===== src/include/clk_ctrl_pkg.sv =====
// Constants, types and helpers shared by the clock control block
package clk_ctrl_pkg;
    // Register byte offsets
    localparam logic [3:0] ADR_TRIM  = 4'h0;
    localparam logic [3:0] ADR_CFG   = 4'h4;
    localparam logic [3:0] ADR_STAT  = 4'h8;
    localparam logic [3:0] ADR_SLEEP = 4'hc;
    // Field positions
    localparam int CFG_SRC_LSB    = 0;
    localparam int CFG_ST_LSB     = 4;
    localparam int CFG_DIV8_BIT   = 6;
    localparam int CFG_RSV_BIT    = 7;
    localparam int CFG_KIND_LSB   = 8;
    localparam int STAT_STATE_LSB = 8;
    localparam int SLP_MODE_LSB   = 0;
    localparam int SLP_GO_BIT     = 3;
    // Gate vector bit positions
    localparam int G_CORE  = 0;
    localparam int G_IO    = 1;
    localparam int G_FLASH = 2;
    localparam int G_ASY   = 3;
    localparam int G_ADC   = 4;
    // Shipped configuration, also the safe fallback
    localparam logic [3:0] DEF_SRC  = 4'h2;
    localparam logic [1:0] DEF_ST   = 2'h2;
    localparam logic       DEF_DIV8 = 1'b0;
    localparam logic [3:0] SRC_CODE_EXT  = 4'h0;
    localparam logic [1:0] ST_CODE_NONE  = 2'h0;
    localparam logic [1:0] ST_CODE_SHORT = 2'h1;
    localparam logic [1:0] ST_CODE_RSV   = 2'h3;
    // Timing counts, in source or watchdog oscillator cycles
    localparam logic [16:0] FIXED_RESET_CK    = 17'h0000e;
    localparam logic [16:0] WAKE_RC_CK        = 17'h00006;
    localparam logic [16:0] WDOG_SHORT_CYCLES = 17'h01000;
    // Sleep mode codes
    localparam logic [2:0] MODE_IDLE  = 3'h0;
    localparam logic [2:0] MODE_ADC   = 3'h1;
    localparam logic [2:0] MODE_PDOWN = 3'h2;
    localparam logic [2:0] MODE_PSAVE = 3'h3;
    localparam logic [2:0] MODE_STBY  = 3'h6;

    typedef enum logic [1:0] {KIND_XTAL, KIND_LFXTAL, KIND_RCOSC, KIND_EXTCLK} src_kind_t;
    typedef enum logic [2:0] {S_WDOG, S_CK, S_RUN, S_SLEEP, S_WAKE} state_t;

    function automatic logic src_reserved(input logic [3:0] code);
        return (code == 4'h3) || (code == 4'h1) || (code == 4'h5) || (code == 4'h4);
    endfunction : src_reserved

    // Reserved codes land on the internal oscillator
    function automatic src_kind_t src_kind(input logic [3:0] code);
        if (code[3]) begin
            return KIND_XTAL;
        end
        if (code[3:1] == 3'h3) begin
            return KIND_LFXTAL;
        end
        if (code == SRC_CODE_EXT) begin
            return KIND_EXTCLK;
        end
        return KIND_RCOSC;
    endfunction : src_kind

    // Gate vector {adc, asy, flash, io, core}
    function automatic logic [4:0] gates(input state_t st, input logic [2:0] mode);
        logic [4:0] g;
        g = 5'h00;
        unique case (st)
            S_RUN: g = 5'h1f;
            S_SLEEP: begin
                if (mode == MODE_IDLE) begin
                    g = 5'h1a;
                end else if (mode == MODE_ADC) begin
                    g = 5'h18;
                end else if (mode == MODE_PSAVE) begin
                    g = 5'h08;
                end
            end
            S_WAKE: g = (mode == MODE_PSAVE) ? 5'h08 : 5'h00;
            S_WDOG, S_CK: g = 5'h00;
        endcase
        return g;
    endfunction : gates
endpackage : clk_ctrl_pkg


===== src/clock_prescaler.sv =====
// Optional divide-by-eight of the source clock, as a one-cycle tick
module clock_prescaler
    import clk_ctrl_pkg::*;
(
    input  wire logic clk_in,
    input  wire logic sys_rst_in,
    input  wire logic tick_in,
    input  wire logic div8_in,
    output logic      tick_out
);
    logic [2:0] cnt_reg;
    logic       tick_reg;

    always_ff @(posedge clk_in) begin
        if (sys_rst_in) begin
            cnt_reg <= 3'h0;
        end else if (tick_in) begin
            cnt_reg <= cnt_reg + 3'h1;
        end
    end

    always_ff @(posedge clk_in) begin
        if (sys_rst_in) begin
            tick_reg <= 1'b0;
        end else begin
            tick_reg <= tick_in && (!div8_in || cnt_reg == 3'h7);
        end
    end

    assign tick_out = tick_reg;
endmodule : clock_prescaler


===== src/clock_source_and_startup_control.sv =====
// Clock source selection, start-up timing, prescale, trim and clock gating
// Summary of operation
// - Four-bit select field picks clock source
// - Stored one unprogrammed, zero programmed
// - Codes 0011, 0001, 0101, 0100 reserved
// - Deep-sleep wake timed on selected source
// - Reset delay counted on watchdog oscillator
// - Default: internal RC, longest start, divided
// - Programmed option divides clock by eight
// - Reset loads factory byte into trim
// - Software may overwrite trim; trim applied
// - Watchdog always runs on its own oscillator
// - Internal RC deep wake takes 6 cycles
// - Start field picks extra reset delay
// - Sleep mode gates unused clocks off
// - Async inputs wake with peripheral clock halted
// - Async timer domain runs during idle, ADC noise and power-save sleep
// - Converter has own domain during noise mode
//
// Local design decisions: the placing of the registers and the Wishbone register port.
module clock_source_and_startup_control
    import clk_ctrl_pkg::*;
#(
    parameter int WDOG_LONG_CYCLES = 65536,
    parameter int WAKE_XTAL_CYCLES = 16384
) (
    input  wire logic        clk_in,
    input  wire logic        sys_rst_in,
    // Classic Wishbone slave
    input  wire logic        wb_cyc_in,
    input  wire logic        wb_stb_in,
    input  wire logic        wb_we_in,
    input  wire logic [3:0]  wb_adr_in,
    input  wire logic [3:0]  wb_sel_in,
    input  wire logic [31:0] wb_dat_in,
    output logic [31:0]      wb_dat_out,
    output logic             wb_ack_out,
    // Non-volatile configuration and factory trim
    input  wire logic [3:0]  clock_source_select_in,
    input  wire logic [1:0]  startup_time_select_in,
    input  wire logic        divide_by_eight_option_in,
    input  wire logic [7:0]  factory_trim_in,
    // Oscillator ticks
    input  wire logic        src_tick_in,
    input  wire logic        wdog_osc_tick_in,
    // Wake sources
    input  wire logic        ext_int_async_in,
    input  wire logic        serial_start_in,
    input  wire logic        irq_wake_in,
    // Clock domain enables and derived outputs
    output logic             core_clock_en_out,
    output logic             peripheral_clock_en_out,
    output logic             program_memory_clock_en_out,
    output logic             async_timer_clock_en_out,
    output logic             converter_clock_en_out,
    output logic             sys_tick_out,
    output logic             wdog_tick_out,
    output logic [7:0]       oscillator_trim_out
);
    // Captured configuration
    logic [3:0]  src_sel_reg;
    logic [1:0]  st_sel_reg;
    logic        div8_reg;
    logic [7:0]  trim_reg;
    logic [2:0]  mode_reg;
    logic        first_reg;
    state_t      state;
    state_t      state_next;
    logic [4:0]  gate_reg;
    logic        wdog_tick_reg;
    logic        ack_reg;
    logic [31:0] dat_reg;
    // Derived
    src_kind_t   kind_w;
    logic        rsv_w;
    logic [1:0]  st_eff;
    logic [16:0] wdog_target;
    logic [16:0] wake_target;
    logic [16:0] src_target;
    logic        wdog_start;
    logic        src_start;
    logic        wdog_busy;
    logic        wdog_done;
    logic        src_busy;
    logic        src_done;
    logic        deep_mode;
    logic        wake_any;
    logic        wb_hit;
    logic        wb_wr;
    logic        sleep_go;
    logic [31:0] rd_data;
    // Assertion helpers
    logic [16:0] ck_ticks_reg;
    logic [16:0] wdog_ticks_reg;

    // Configuration is latched while reset is held
    always_ff @(posedge clk_in) begin
        if (sys_rst_in) begin
            src_sel_reg <= clock_source_select_in;
            st_sel_reg  <= startup_time_select_in;
            div8_reg    <= divide_by_eight_option_in;
        end
    end

    always_ff @(posedge clk_in) begin
        if (sys_rst_in) begin
            first_reg <= 1'b1;
        end else begin
            first_reg <= 1'b0;
        end
    end

    // Trim: factory byte under reset, software may refine it later
    always_ff @(posedge clk_in) begin
        if (sys_rst_in) begin
            trim_reg <= factory_trim_in;
        end else if (wb_wr && wb_adr_in == ADR_TRIM && wb_sel_in[0]) begin
            trim_reg <= wb_dat_in[7:0];
        end
    end

    always_ff @(posedge clk_in) begin
        if (sys_rst_in) begin
            mode_reg <= MODE_IDLE;
        end else if (wb_wr && wb_adr_in == ADR_SLEEP && wb_sel_in[0]) begin
            mode_reg <= wb_dat_in[SLP_MODE_LSB +: 3];
        end
    end

    assign kind_w = src_kind(src_sel_reg);
    assign rsv_w  = src_reserved(src_sel_reg);
    // Reserved start code takes the longest delay
    assign st_eff = (st_sel_reg == ST_CODE_RSV) ? DEF_ST : st_sel_reg;

    always_comb begin
        if (st_eff == ST_CODE_NONE) begin
            wdog_target = 17'h00000;
        end else if (st_eff == ST_CODE_SHORT) begin
            wdog_target = WDOG_SHORT_CYCLES;
        end else begin
            wdog_target = 17'(WDOG_LONG_CYCLES);
        end
    end

    // Crystals need far longer to settle than the RC or a driven clock
    assign wake_target = (kind_w == KIND_RCOSC || kind_w == KIND_EXTCLK)
                       ? WAKE_RC_CK : 17'(WAKE_XTAL_CYCLES);
    assign src_target  = (state_next == S_CK) ? FIXED_RESET_CK : wake_target;

    assign wdog_start = first_reg;
    assign src_start  = (state_next != state)
                     && (state_next == S_CK || state_next == S_WAKE);

    // Reset delay runs on the watchdog oscillator, whatever the source
    startup_counter u_wdog_cnt (
        .clk_in     (clk_in),
        .sys_rst_in (sys_rst_in),
        .start_in   (wdog_start),
        .target_in  (wdog_target),
        .tick_in    (wdog_osc_tick_in),
        .busy_out   (wdog_busy),
        .done_out   (wdog_done)
    );

    // Fixed reset cycles and deep-sleep wake run on the selected source
    startup_counter u_src_cnt (
        .clk_in     (clk_in),
        .sys_rst_in (sys_rst_in),
        .start_in   (src_start),
        .target_in  (src_target),
        .tick_in    (src_tick_in),
        .busy_out   (src_busy),
        .done_out   (src_done)
    );

    assign deep_mode = (mode_reg == MODE_PDOWN) || (mode_reg == MODE_PSAVE);
    // Async sources wake even with the peripheral clock stopped
    assign wake_any  = ext_int_async_in || serial_start_in
                    || (irq_wake_in && gate_reg[G_IO]);

    always_ff @(posedge clk_in) begin
        if (sys_rst_in) begin
            state <= S_WDOG;
        end else begin
            state <= state_next;
        end
    end

    always_comb begin
        state_next = state;
        unique case (state)
            S_WDOG: begin
                if (wdog_done) begin
                    state_next = S_CK;
                end
            end
            S_CK: begin
                if (src_done) begin
                    state_next = S_RUN;
                end
            end
            S_RUN: begin
                if (sleep_go) begin
                    state_next = S_SLEEP;
                end
            end
            S_SLEEP: begin
                if (wake_any) begin
                    state_next = deep_mode ? S_WAKE : S_RUN;
                end
            end
            S_WAKE: begin
                if (src_done) begin
                    state_next = S_RUN;
                end
            end
        endcase
    end

    // Enables move only on a source tick so no domain sees a runt pulse
    always_ff @(posedge clk_in) begin
        if (sys_rst_in) begin
            gate_reg <= 5'h00;
        end else if (src_tick_in) begin
            gate_reg <= gates(state, mode_reg);
        end
    end

    always_ff @(posedge clk_in) begin
        if (sys_rst_in) begin
            wdog_tick_reg <= 1'b0;
        end else begin
            wdog_tick_reg <= wdog_osc_tick_in;
        end
    end

    // Stored zero means programmed, so the divider runs on a zero
    clock_prescaler u_presc (
        .clk_in     (clk_in),
        .sys_rst_in (sys_rst_in),
        .tick_in    (src_tick_in),
        .div8_in    (div8_reg == DEF_DIV8),
        .tick_out   (sys_tick_out)
    );

    // Wishbone: one wait state, ack drops the cycle after it rises
    assign wb_hit = wb_cyc_in && wb_stb_in && !ack_reg;
    assign wb_wr  = wb_cyc_in && wb_stb_in && wb_we_in && ack_reg;
    assign sleep_go = wb_wr && wb_adr_in == ADR_SLEEP && wb_sel_in[0]
                   && wb_dat_in[SLP_GO_BIT] && state == S_RUN;

    always_comb begin
        rd_data = 32'h00000000;
        unique case (wb_adr_in)
            ADR_TRIM: rd_data[7:0] = trim_reg;
            ADR_CFG: begin
                rd_data[CFG_SRC_LSB +: 4]  = src_sel_reg;
                rd_data[CFG_ST_LSB +: 2]   = st_sel_reg;
                rd_data[CFG_DIV8_BIT]      = div8_reg;
                rd_data[CFG_RSV_BIT]       = rsv_w;
                rd_data[CFG_KIND_LSB +: 2] = kind_w;
            end
            ADR_STAT: begin
                rd_data[4:0]                 = gate_reg;
                rd_data[STAT_STATE_LSB +: 3] = state;
            end
            ADR_SLEEP: rd_data[SLP_MODE_LSB +: 3] = mode_reg;
            default: rd_data = 32'h00000000;
        endcase
    end

    always_ff @(posedge clk_in) begin
        if (sys_rst_in) begin
            ack_reg <= 1'b0;
        end else begin
            ack_reg <= wb_hit;
        end
    end

    always_ff @(posedge clk_in) begin
        if (sys_rst_in) begin
            dat_reg <= 32'h00000000;
        end else if (wb_hit) begin
            dat_reg <= wb_we_in ? 32'h00000000 : rd_data;
        end
    end

    assign wb_ack_out                  = ack_reg;
    assign wb_dat_out                  = dat_reg;
    assign core_clock_en_out           = gate_reg[G_CORE];
    assign peripheral_clock_en_out     = gate_reg[G_IO];
    assign program_memory_clock_en_out = gate_reg[G_FLASH];
    assign async_timer_clock_en_out    = gate_reg[G_ASY];
    assign converter_clock_en_out      = gate_reg[G_ADC];
    assign wdog_tick_out               = wdog_tick_reg;
    assign oscillator_trim_out         = trim_reg;

    // Tick counters used only by the checks below
    always_ff @(posedge clk_in) begin
        if (sys_rst_in || state_next != state) begin
            ck_ticks_reg <= 17'h00000;
        end else if (src_tick_in && src_busy && !src_done) begin
            ck_ticks_reg <= ck_ticks_reg + 17'h00001;
        end
    end

    always_ff @(posedge clk_in) begin
        if (sys_rst_in || state != S_WDOG) begin
            wdog_ticks_reg <= 17'h00000;
        end else if (wdog_osc_tick_in && wdog_busy && !wdog_done) begin
            wdog_ticks_reg <= wdog_ticks_reg + 17'h00001;
        end
    end
endmodule : clock_source_and_startup_control


===== src/startup_counter.sv =====
// Down counter that times a start-up interval in ticks of a reference
module startup_counter
    import clk_ctrl_pkg::*;
(
    input  wire logic        clk_in,
    input  wire logic        sys_rst_in,
    input  wire logic        start_in,
    input  wire logic [16:0] target_in,
    input  wire logic        tick_in,
    output logic             busy_out,
    output logic             done_out
);
    logic [16:0] cnt_reg;
    logic        busy_reg;

    always_ff @(posedge clk_in) begin
        if (sys_rst_in) begin
            cnt_reg  <= 17'h00000;
            busy_reg <= 1'b0;
        end else if (start_in) begin
            cnt_reg  <= target_in;
            busy_reg <= 1'b1;
        end else if (done_out) begin
            busy_reg <= 1'b0;
        end else if (busy_reg && tick_in) begin
            cnt_reg <= cnt_reg - 17'h00001;
        end
    end

    assign busy_out = busy_reg;
    assign done_out = busy_reg && (cnt_reg == 17'h00000);
endmodule : startup_counter

===== config.mk =====
export PLATFORM = sky130hd
export DESIGN_NAME = clock_source_and_startup_control
export DESIGN_NICKNAME = d
export VERILOG_FILES = /design/src/include/clk_ctrl_pkg.sv /design/src/clock_prescaler.sv /design/src/clock_source_and_startup_control.sv /design/src/startup_counter.sv
export SDC_FILE = /design/constraint.sdc
export NUM_CORES = 1
export LEC_CHECK = 0
export CAP_MARGIN = 40
export CORE_ASPECT_RATIO = 1.75
export CORE_MARGIN = 2
export CORE_UTILIZATION = 54
export DETAILED_ROUTE_END_ITERATION = 16
export DONT_BUFFER_PORTS = 1
export GPL_TIMING_DRIVEN = 0
export PLACE_DENSITY = 0.75
export SLEW_MARGIN = 20
export SYNTH_ARGS = -nofsm -noshare
export SYNTH_HDL_FRONTEND = slang
export SYNTH_SLANG_ARGS = --single-unit

===== constraint.sdc =====
create_clock -name clk_in -period 7.6 [get_ports clk_in]
set_clock_uncertainty 0.15 [all_clocks]
set_input_delay 0.38 -clock clk_in [delete_from_list [all_inputs] [get_ports clk_in]]
set_output_delay 0.38 -clock clk_in [all_outputs]
set_load 0.005 [all_outputs]

==> results of run 1 <==
[synth_stat cells (all sizes together), types with 3 or more instances]
cell type and instances:
a32oi 3, nand2b 5, xnor2 25, a21boi 4, buf 26, clkbuf 16
mux2 10, a22oi 7, a21oi 19, or3 11, or4 5, mux4 3
nor3 29, dfxtp 64, nor2b 4, edfxtp 15, mux2i 9, o21ai 7
or2 3, xor2 6, ha 6, nor2 49, a211oi 3, nand3 10
nand2 13, nor4 13, a31oi 3, inv 9
[logic make-up after synthesis]
family                     after synthesis  share of synthesized area [%]
AOI/OAI and AO/OA                       67                           11.9
xor gates and xnor gates                31                           6.73
adders and majority gates                6                           1.86
buffers and inverters                   51                           7.38
DFF                                     79                           42.9
muxes                                   22                           6.70
other                                    1                         0.0930
and+or+nand+nor                        157                           22.4
[power by group through the flow]
stage,registers [mW],clock network (mW),logic [mW]
after detailed placement,0.480,0,0.156
after global placement,0.479,0,0.151
after floorplan,0.473,0,0.130
final,0.471,0.411,0.162
after CTS,0.471,0.415,0.162
after global routing,0.473,0.430,0.180
[how the worst max path moves through the flow]
stage	startpoint	to	slack (ns)
4_1_cts	u_src_cnt.cnt_reg[2]	u_src_cnt.cnt_reg[5]	4.76
5_1_grt	u_src_cnt.cnt_reg[11]	u_src_cnt.cnt_reg[16]	4.55
3_3_place_gp	wb_adr_in[2]	oscillator_trim_out[4]	4.79
2_1_floorplan	u_src_cnt.cnt_reg[2]	u_src_cnt.cnt_reg[11]	4.99
6_report	u_src_cnt.cnt_reg[11]	u_src_cnt.cnt_reg[11]	4.78
3_5_place_dp	u_src_cnt.cnt_reg[2]	u_src_cnt.cnt_reg[5]	4.76
[what timing repair did]
| item | 4_1_cts | 5_1_grt |
|---|---|---|
| hold endpoints to repair | 15 | 0 |
| endpoints found under the setup margin | 0 | 0 |
| hold buffers | 8 | 0 |
[stage by stage]
step           std cells  hold slack (ns)  setup slack [ns]  power (mW)
2_1_floorplan        434            0.258              4.99       0.603
3_3_place_gp         520            0.259              4.79       0.630
3_5_place_dp         521            0.259              4.76       0.636
4_1_cts              545           0.0332              4.76        1.05
5_1_grt              547           0.0446              4.55        1.08
6_report             547           0.0339              4.78        1.04
[final cells by class]
type / count / area (sq um)
Timing Repair Buffer: 11 / 95.1
Sequential cell: 79 / 1730
Clock inverter: 7 / 53.8
Fill cell: 582 / 2640
Clock buffer: 9 / 225
Tap cell: 86 / 108
Inverter: 9 / 33.8
Multi-Input combinational cell: 304 / 2090
Buffer: 42 / 264
[critical path, delay by kind of cell, from the launching register on]
family / cells / cell delay (ns)
buf+inv: 1 / 0.18
compound gates: 2 / 0.70
flops: 1 / 0.35
simple gates: 4 / 1.31
[per-layer routing]
| metal | routed length [um] | vias up |
|---|---|---|
| li1 | - | 1548 |
| met1 | 3390 | 1547 |
| met2 | 5300 | 86 |
| met3 | 440 | 26 |
| met4 | 312 | 0 |
| met5 | 0 | - |
==> metrics, run 1 <==
top cell type's share of synthesized area 31.8%; Switching Fraction between 20% and 30%; die area roughly 8000 sq um; root buffer cell clkbuf_16; fin util approximately 64%; met1 GRT Util a little under a quarter; Most Frequent Cell on Critical Path nor3_2; crit end category register; Pleak between 1.5 and 2 nW; Post-synth ARST share 0%; Top FF cell, synth dfxtp_1; Rows 41; Max Clock Freq roughly 350 MHz; Area after DPL 4230 sq um; Clock Sinks around 80; commonest non-fill, non-tap cells in the layout dfxtp_1 (64), nor2_1 (48), xnor2_1 (25); Cell Area, Synth just over 4000 sq um; GRT Total Usage between 20% and 30%; reg-to-reg slack, setup approximately 4.8 ns; via count 3207; initial antenna violation count 0; detailed router's first-iteration violation count 158; logic gate share of total power between 10% and 20%; part of the cycle the worst path needs roughly 37%; part of the power in registers between 40% and 50%; Slew Limit Headroom approximately two fifths; post-route ant nets 0; hold crit path type primary input to register; Internal Power between 0.7 and 0.8 mW; final setup vio count 0; First-pass DRT Iterations 4; most common cell after layout, fill and taps aside dfxtp_1; Initial Util 55.8%; IO Port Bufs 0; H-Tree Depth 3; status finished, final reports clean; Clk network pwr share approximately two fifths; Critical Path AT 2.89 ns; hold_sp wdog_osc_tick_in; number of synthesized flops with an enable pin 15; leading area contributor after synthesis dfxtp_1; crit path cell chain or4_1 > nor3_2 > nand3_1 > a31oi_1 > a2bb2oi_4 > buf_12 > nor3_2; Die Y approximately 120 um; Top Ports 113; synth unique cells 66; most used routing layer met2; DRC 0; syn_area_per_cell slightly below 10 sq um; GRT met2 Usage 43.8%; Slowest cell on crit path or4_1; clock buffer count from CTS 9; largest cells by area after synthesis dfxtp_1 (32%), edfxtp_1 (11%), xnor2_1 (5.4%), nor2_1 (4.5%), buf_4 (4.1%); post-route minimum period approximately 2.8 ns; clock-pin slew on the worst setup and hold paths about 0.060 ns; Worst setup SP type register; synth warn 0; CTS-repair resized insts 0; hold worst-path end wdog_tick_out; share of cells above drive strength 1 a little under a fifth; WL per Instance roughly 17 um; Layout area overhead 14.0%; first-pass GRT wire length between 15000 and 20000 um; n_diodes 0; #FFs+latches synth 79; Final Wtd Congestion roughly 0.88; detailed placement HPWL 7050 um; vias in the first global route 3129; number of max-cap violations 0; setup bufs post-CTS 0; sequential share of the synthesized area 42.9%; R2R depth 7; pwr dens roughly 230 nW/um^2; worst skew pair latency between 0.3 and 0.4 ns; total negative slack 0 ns; final max-slew violation count 0; RR Startpoint u_src_cnt.cnt_reg[11]; worst vdd ir between 150 and 200 uV; Final Instance Area around 4600 sq um; Hold Vio Cnt, Final 0; core area between 7000 and 8000 sq um; Net count, final 527; global route overflow 0; Setup CP Type register to register; width of the die 69.3 um; Critical Path Max Stage Delay ~0.63 ns; RSZ-0062 raised after global routing no; R2R Path End u_src_cnt.cnt_reg[11]; Hold Path Stages 1; CTS tree done; Routed WL 9450 um; crit-path max FO 10; data required time of the worst path 7.66 ns; Max Buffers Root-to-Sink 2; largest net degree at the start of global routing 16; Least-Margin Pin Slew a little under 0.9 ns; Net Sw Power 0.294 mW; Synth Instances between 400 and 500; met3 Usage GRT approximately 4.4%; via/cell ratio about 6
Note: power is estimated with default switching activity, not from simulation.
==> run 2, diff against run 1 <==
PLACE_DENSITY = 0.78   (was 0.75)
clock period = 2.47 ns   (was 7.6 ns; I/O delays follow)
==> metrics, run 2 (synthesis gave the netlist of run 1 again) <==
status finished, violations left; failing checks setup timing; die area 8200 sq um (unchanged); RSZ-0062 raised after global routing yes; width of the die 69.3 um (unchanged); WL per Instance 18.8 um (+8.9%); post-route minimum period 2.60 ns (-0.219 ns); Die Y 118 um (unchanged); via/cell ratio 5.94 (+1.3%); DRC 0 (unchanged); initial antenna violation count 0 (unchanged); Net Sw Power 0.944 mW (+220%); post-route ant nets 0 (unchanged); part of the power in registers 42.7% (-2.4 points); Final Wtd Congestion 0.888 (+0.42%); GRT met2 Usage 48.4% (+4.6 points); total power 3.41 mW (+230%); Top Ports 113 (unchanged); commonest non-fill, non-tap cells in the layout dfxtp_1 (62), nor2_1 (48), buf_4 (30); Initial Util 55.8% (unchanged); hold crit path type primary input to register; vias in the first global route 3449 (+10%); first-pass GRT wire length 17100 um (+12%); n_diodes 0 (unchanged); detailed router's first-iteration violation count 199 (+26%); IO Port Bufs 0 (unchanged); worst skew pair latency 0.35 ns (about the same); met1 GRT Util 26.0% (+2.0 points); most common cell after layout, fill and taps aside dfxtp_1; fin util 69.6% (+6.0 points); via count 3426 (+6.8%); Max Buffers Root-to-Sink 2 (unchanged); share of cells above drive strength 1 22.2% (+3.8 points); Clock Sinks 79 (unchanged); root buffer cell clkbuf_16; Slew Limit Headroom 44.0% (+3.2 points); Rows 41 (unchanged); data required time of the worst path 2.53 ns (-5.13 ns); detailed placement HPWL 7180 um (+1.9%); clock buffer count from CTS 9 (unchanged); Internal Power 2.47 mW (+230%); part of the cycle the worst path needs 105% (+68 points); number of max-cap violations 0 (unchanged); GRT Total Usage 26.8% (+3.1 points); Least-Margin Pin Slew 0.834 ns (-0.0470 ns); clock-pin slew on the worst setup and hold paths 0.06 ns (about the same); met3 Usage GRT 7.33% (+2.9 points); CTS tree done; Layout area overhead 24.8%; Routed WL 10900 um (+15%); total negative slack -1.55 ns (-1.55 ns); Setup CP Type register to register; global route overflow 0 (unchanged); Switching Fraction 27.7% (-0.50 points); Max Clock Freq 384 MHz (+8.4%); largest net degree at the start of global routing 16 (unchanged); crit end category register; Critical Path AT 2.66 ns (-0.23 ns); logic gate share of total power 17.5% (+2.0 points); Net count, final 557 (+5.7%); Hold Vio Cnt, Final 0 (unchanged); First-pass DRT Iterations 5 (+1); pwr dens 678 nW/um^2 (+200%); Worst setup SP type register; Placed Cells 522 (+0.19%); core area 7230 sq um (unchanged); worst vdd ir 549 uV (+190%); most used routing layer met2; Clk network pwr share 39.8% (+0.4 points); final setup vio count 16 (+16); final max-slew violation count 0 (unchanged); crit-path max FO 5 (-5); fillcell total 504 (-13%); Pleak 1.95 nW (+9.0%); H-Tree Depth 3 (unchanged); final non-filler cell total 577 (+5.5%); final worst setup slack -0.133 ns (-4.91 ns)
[run 2: path summary, 6_finish.rpt]
check	end	from	depth (start not counted)	slack, ns
setup / recovery	u_src_cnt.cnt_reg[6]	u_src_cnt.cnt_reg[5]	8	-0.13
hold / removal	u_src_cnt.cnt_reg[14]	wb_dat_in[3]	3	0.009
setup reg to reg	u_src_cnt.cnt_reg[6]	u_src_cnt.cnt_reg[5]	8	-0.13
hold reg to reg	u_src_cnt.cnt_reg[10]	u_src_cnt.cnt_reg[10]	2	0.33
[run 2: metal layers]
layer	routed length (um)	vias up
met1	3650	1623
met3	720	43
met5	0	-
met4	524	0
li1	-	1606
met2	5960	154
[run 2: stage by stage]
step                hold slack, ns  worst slack [ns]  instance area, sq um
global route                0.0415            -0.202                  5030
CTS                        0.00889            -0.140                  4980
detailed placement         0.00228            -0.389                  4240
floorplan                  0.00122           -0.0639                  4110
global placement           0.00215            -0.361                  4220
finish                     0.00914            -0.133                  5030
[run 2: worst max-delay path, stage by stage, from the launching register on]
cell	delay [ns]
dfxtp_2	0.32
or4_4	0.56
or4b_4	0.58
o31a_1	0.30
nand2b_4	0.10
a2bb2oi_4	0.16
buf_6	0.13
buf_12	0.11
nor3_2	0.04
[run 2: timing repair]
action                                  4_1_cts  5_1_grt
hold buffers                                 29        0
endpoints found under the setup margin       27       30
pin swaps                                    10        6
buffers inserted                              7        3
hold endpoints to repair                     39        0
gates cloned                                  1        0
gates resized for setup                      14        9
[run 2: cell type report]
| class | instances | area [sq um] | area share (%) |
|---|---|---|---|
| buffer | 41 | 253 | 5.02 |
| clock buffer | 9 | 225 | 4.48 |
| clock inverter | 7 | 78.8 | 1.57 |
| inverter | 9 | 33.8 | 0.671 |
| multi-input combinational | 304 | 2200 | 43.8 |
| sequential | 79 | 1730 | 34.5 |
| tap | 86 | 108 | 2.14 |
| timing repair buffer | 42 | 397 | 7.88 |
[run 2: power groups by stage]
stage | sequential, mW | clock [mW] | combinational (mW)
after floorplan | 1.46 | 0 | 0.400
after global placement | 1.47 | 0 | 0.466
after detailed placement | 1.48 | 0 | 0.480
after CTS | 1.45 | 1.37 | 0.562
after global routing | 1.46 | 1.42 | 0.648
final | 1.45 | 1.36 | 0.597
==> run 3, diff against run 2 <==
CORE_MARGIN = 4   (was 2)
PLACE_DENSITY = 0.75   (was 0.78)
SLEW_MARGIN = not set   (was 20)
clock period = 3.1 ns   (was 2.47 ns; I/O delays follow)
==> metrics, run 3 (synthesis gave the netlist of run 1 again) <==
status finished, final reports clean; share of cells above drive strength 1 17.4% (-4.8 points); number of max-cap violations 0 (unchanged); largest net degree at the start of global routing 17 (+1); part of the cycle the worst path needs 91.9% (-14 points); final max-slew violation count 0 (unchanged); post-route minimum period 2.85 ns (+0.244 ns); fillcell total 552 (+9.5%); H-Tree Depth 3 (unchanged); Setup CP Type register to register; Clk network pwr share 41.3% (+1.5 points); die area 8970 sq um (+9.3%); detailed router's first-iteration violation count 191 (-4.0%); WL per Instance 18.2 um (-3.2%); Slowest cell on crit path or4_1; GRT Total Usage 23.9% (-2.8 points); IO Port Bufs 0 (unchanged); final setup vio count 0 (-16); CTS tree done; total negative slack 0 ns (+1.55 ns); core area 7230 sq um (unchanged); Hold Vio Cnt, Final 0 (unchanged); detailed placement HPWL 7220 um (+0.54%); hold crit path type primary input to register; root buffer cell clkbuf_16; Slew Limit Headroom 35.8% (-8.2 points); clock buffer count from CTS 9 (unchanged); Hold Path Stages 4 (+1); via count 3263 (-4.8%); RSZ-0062 raised after global routing no; Worst setup SP type register; data required time of the worst path 3.16 ns (+0.63 ns); vias in the first global route 3369 (-2.3%); Critical Path AT 2.91 ns (+0.25 ns); Initial Util 55.8% (unchanged); commonest non-fill, non-tap cells in the layout dfxtp_1 (64), nor2_1 (48), dlygate4sd3_1 (27); Die Y 122 um (+3.4%); pwr dens 559 nW/um^2 (-18%); Routed WL 10300 um (-5.4%); clock-pin slew on the worst setup and hold paths 0.07 ns (about the same); Layout area overhead 19.4%; post-route ant nets 0 (unchanged); Net count, final 544 (-2.3%); global route overflow 0 (unchanged); Final Wtd Congestion 0.880 (-0.95%); worst vdd ir 625 uV (+14%); CTS-repair resized insts 0 (-14); Switching Fraction 27.7% (-0.029 points); Least-Margin Pin Slew 0.956 ns (+0.122 ns); Top Ports 113 (unchanged); Rows 41 (unchanged); Critical Path Max Stage Delay 0.62 ns (+0.04 ns); Max Buffers Root-to-Sink 2 (unchanged); R2R depth 7 (-1); DRC 0 (unchanged); most common cell after layout, fill and taps aside dfxtp_1; Clock Sinks 79 (unchanged); part of the power in registers 43.0% (+0.3 points); worst skew pair latency 0.34 ns (about the same); logic gate share of total power 15.8% (-1.7 points); n_diodes 0 (unchanged); First-pass DRT Iterations 5 (unchanged); Most Frequent Cell on Critical Path nor3_2; crit end category register; initial antenna violation count 0 (unchanged); crit path cell chain or4_1 > nor3_2 > nand3_1 > a31oi_1 > a2bb2oi_4 > buf_12 > nor3_2; first-pass GRT wire length 16300 um (-4.2%); Max Clock Freq 351 MHz (-8.6%); Net Sw Power 0.744 mW (-21%); crit-path max FO 10 (+5); via/cell ratio 5.79 (-2.6%); Pleak 1.87 nW (-4.0%); final hold slack 0.00118 ns (-0.00796 ns); width of the die 73.3 um (+5.8%); Internal Power 1.95 mW (-21%)
[run 3: cell types whose count changed in the layout (fill, tap and decap cells not counted), sizes merged]
cell	before	now
clkinv	3	2
buf	37	27
clkbuf	26	25
dlygate4sd3	29	27
inv	12	13
[run 3: metal layers]
metal	vias to the layer above	routed length, um	GRT usage (%)
li1	1576	-	-
met1	1551	3700	25.0
met2	112	5640	42.8
met3	24	603	6.48
met4	0	325	11.9
met5	-	0	0
[run 3: layout make-up]
class	instances	area [sq um]	share of cell area [%]
Tap cell	86	108	2.23
Clock buffer	9	225	4.68
Multi-Input combinational cell	304	2090	43.3
Sequential cell	79	1730	36.0
Inverter	9	33.8	0.702
Timing Repair Buffer	28	278	5.77
Clock inverter	7	87.6	1.82
Buffer	42	264	5.48
[run 3: final timing paths]
check	from	end	slack, ns
setup / recovery	u_src_cnt.cnt_reg[11]	u_src_cnt.cnt_reg[5]	0.25
setup reg to reg	u_src_cnt.cnt_reg[11]	u_src_cnt.cnt_reg[5]	0.25
hold reg to reg	u_src_cnt.cnt_reg[10]	u_src_cnt.cnt_reg[10]	0.33
hold / removal	src_tick_in	u_src_cnt.cnt_reg[0]	0.001
[run 3: repair_timing]
item,4_1_cts,5_1_grt
endpoints found under the hold margin,33,0
hold buffers,27,0
setup endpoints to repair,0,0
setup buffers,0,0
[run 3: stage by stage]
stage / std cells / setup slack [ns] / area (sq um) / total power [mW] / utilization, %
final: 564 / 0.252 / 4810 / 2.69 / 66.6
after global routing: 564 / 0.0704 / 4810 / 2.80 / 66.6
after CTS: 564 / 0.293 / 4810 / 2.70 / 66.6
after detailed placement: 521 / 0.299 / 4230 / 1.56 / 58.5
after global placement: 520 / 0.320 / 4220 / 1.55 / 58.3
after floorplan: 434 / 0.490 / 4110 / 1.48 / -
[run 3: worst max-delay path: cells and delay by family, from the launching register on]
kind            cells  cell delay, ns
simple gates        4            1.33
compound gates      2            0.70
buf+inv             1            0.18
flops               1            0.35
[run 3: power groups by stage]
stage,Sequential (mW),Combinational (mW),Clock (mW)
finish,1.16,0.425,1.11
global placement,1.17,0.371,0
floorplan,1.16,0.319,0
CTS,1.15,0.417,1.12
detailed placement,1.18,0.382,0
global route,1.16,0.470,1.17
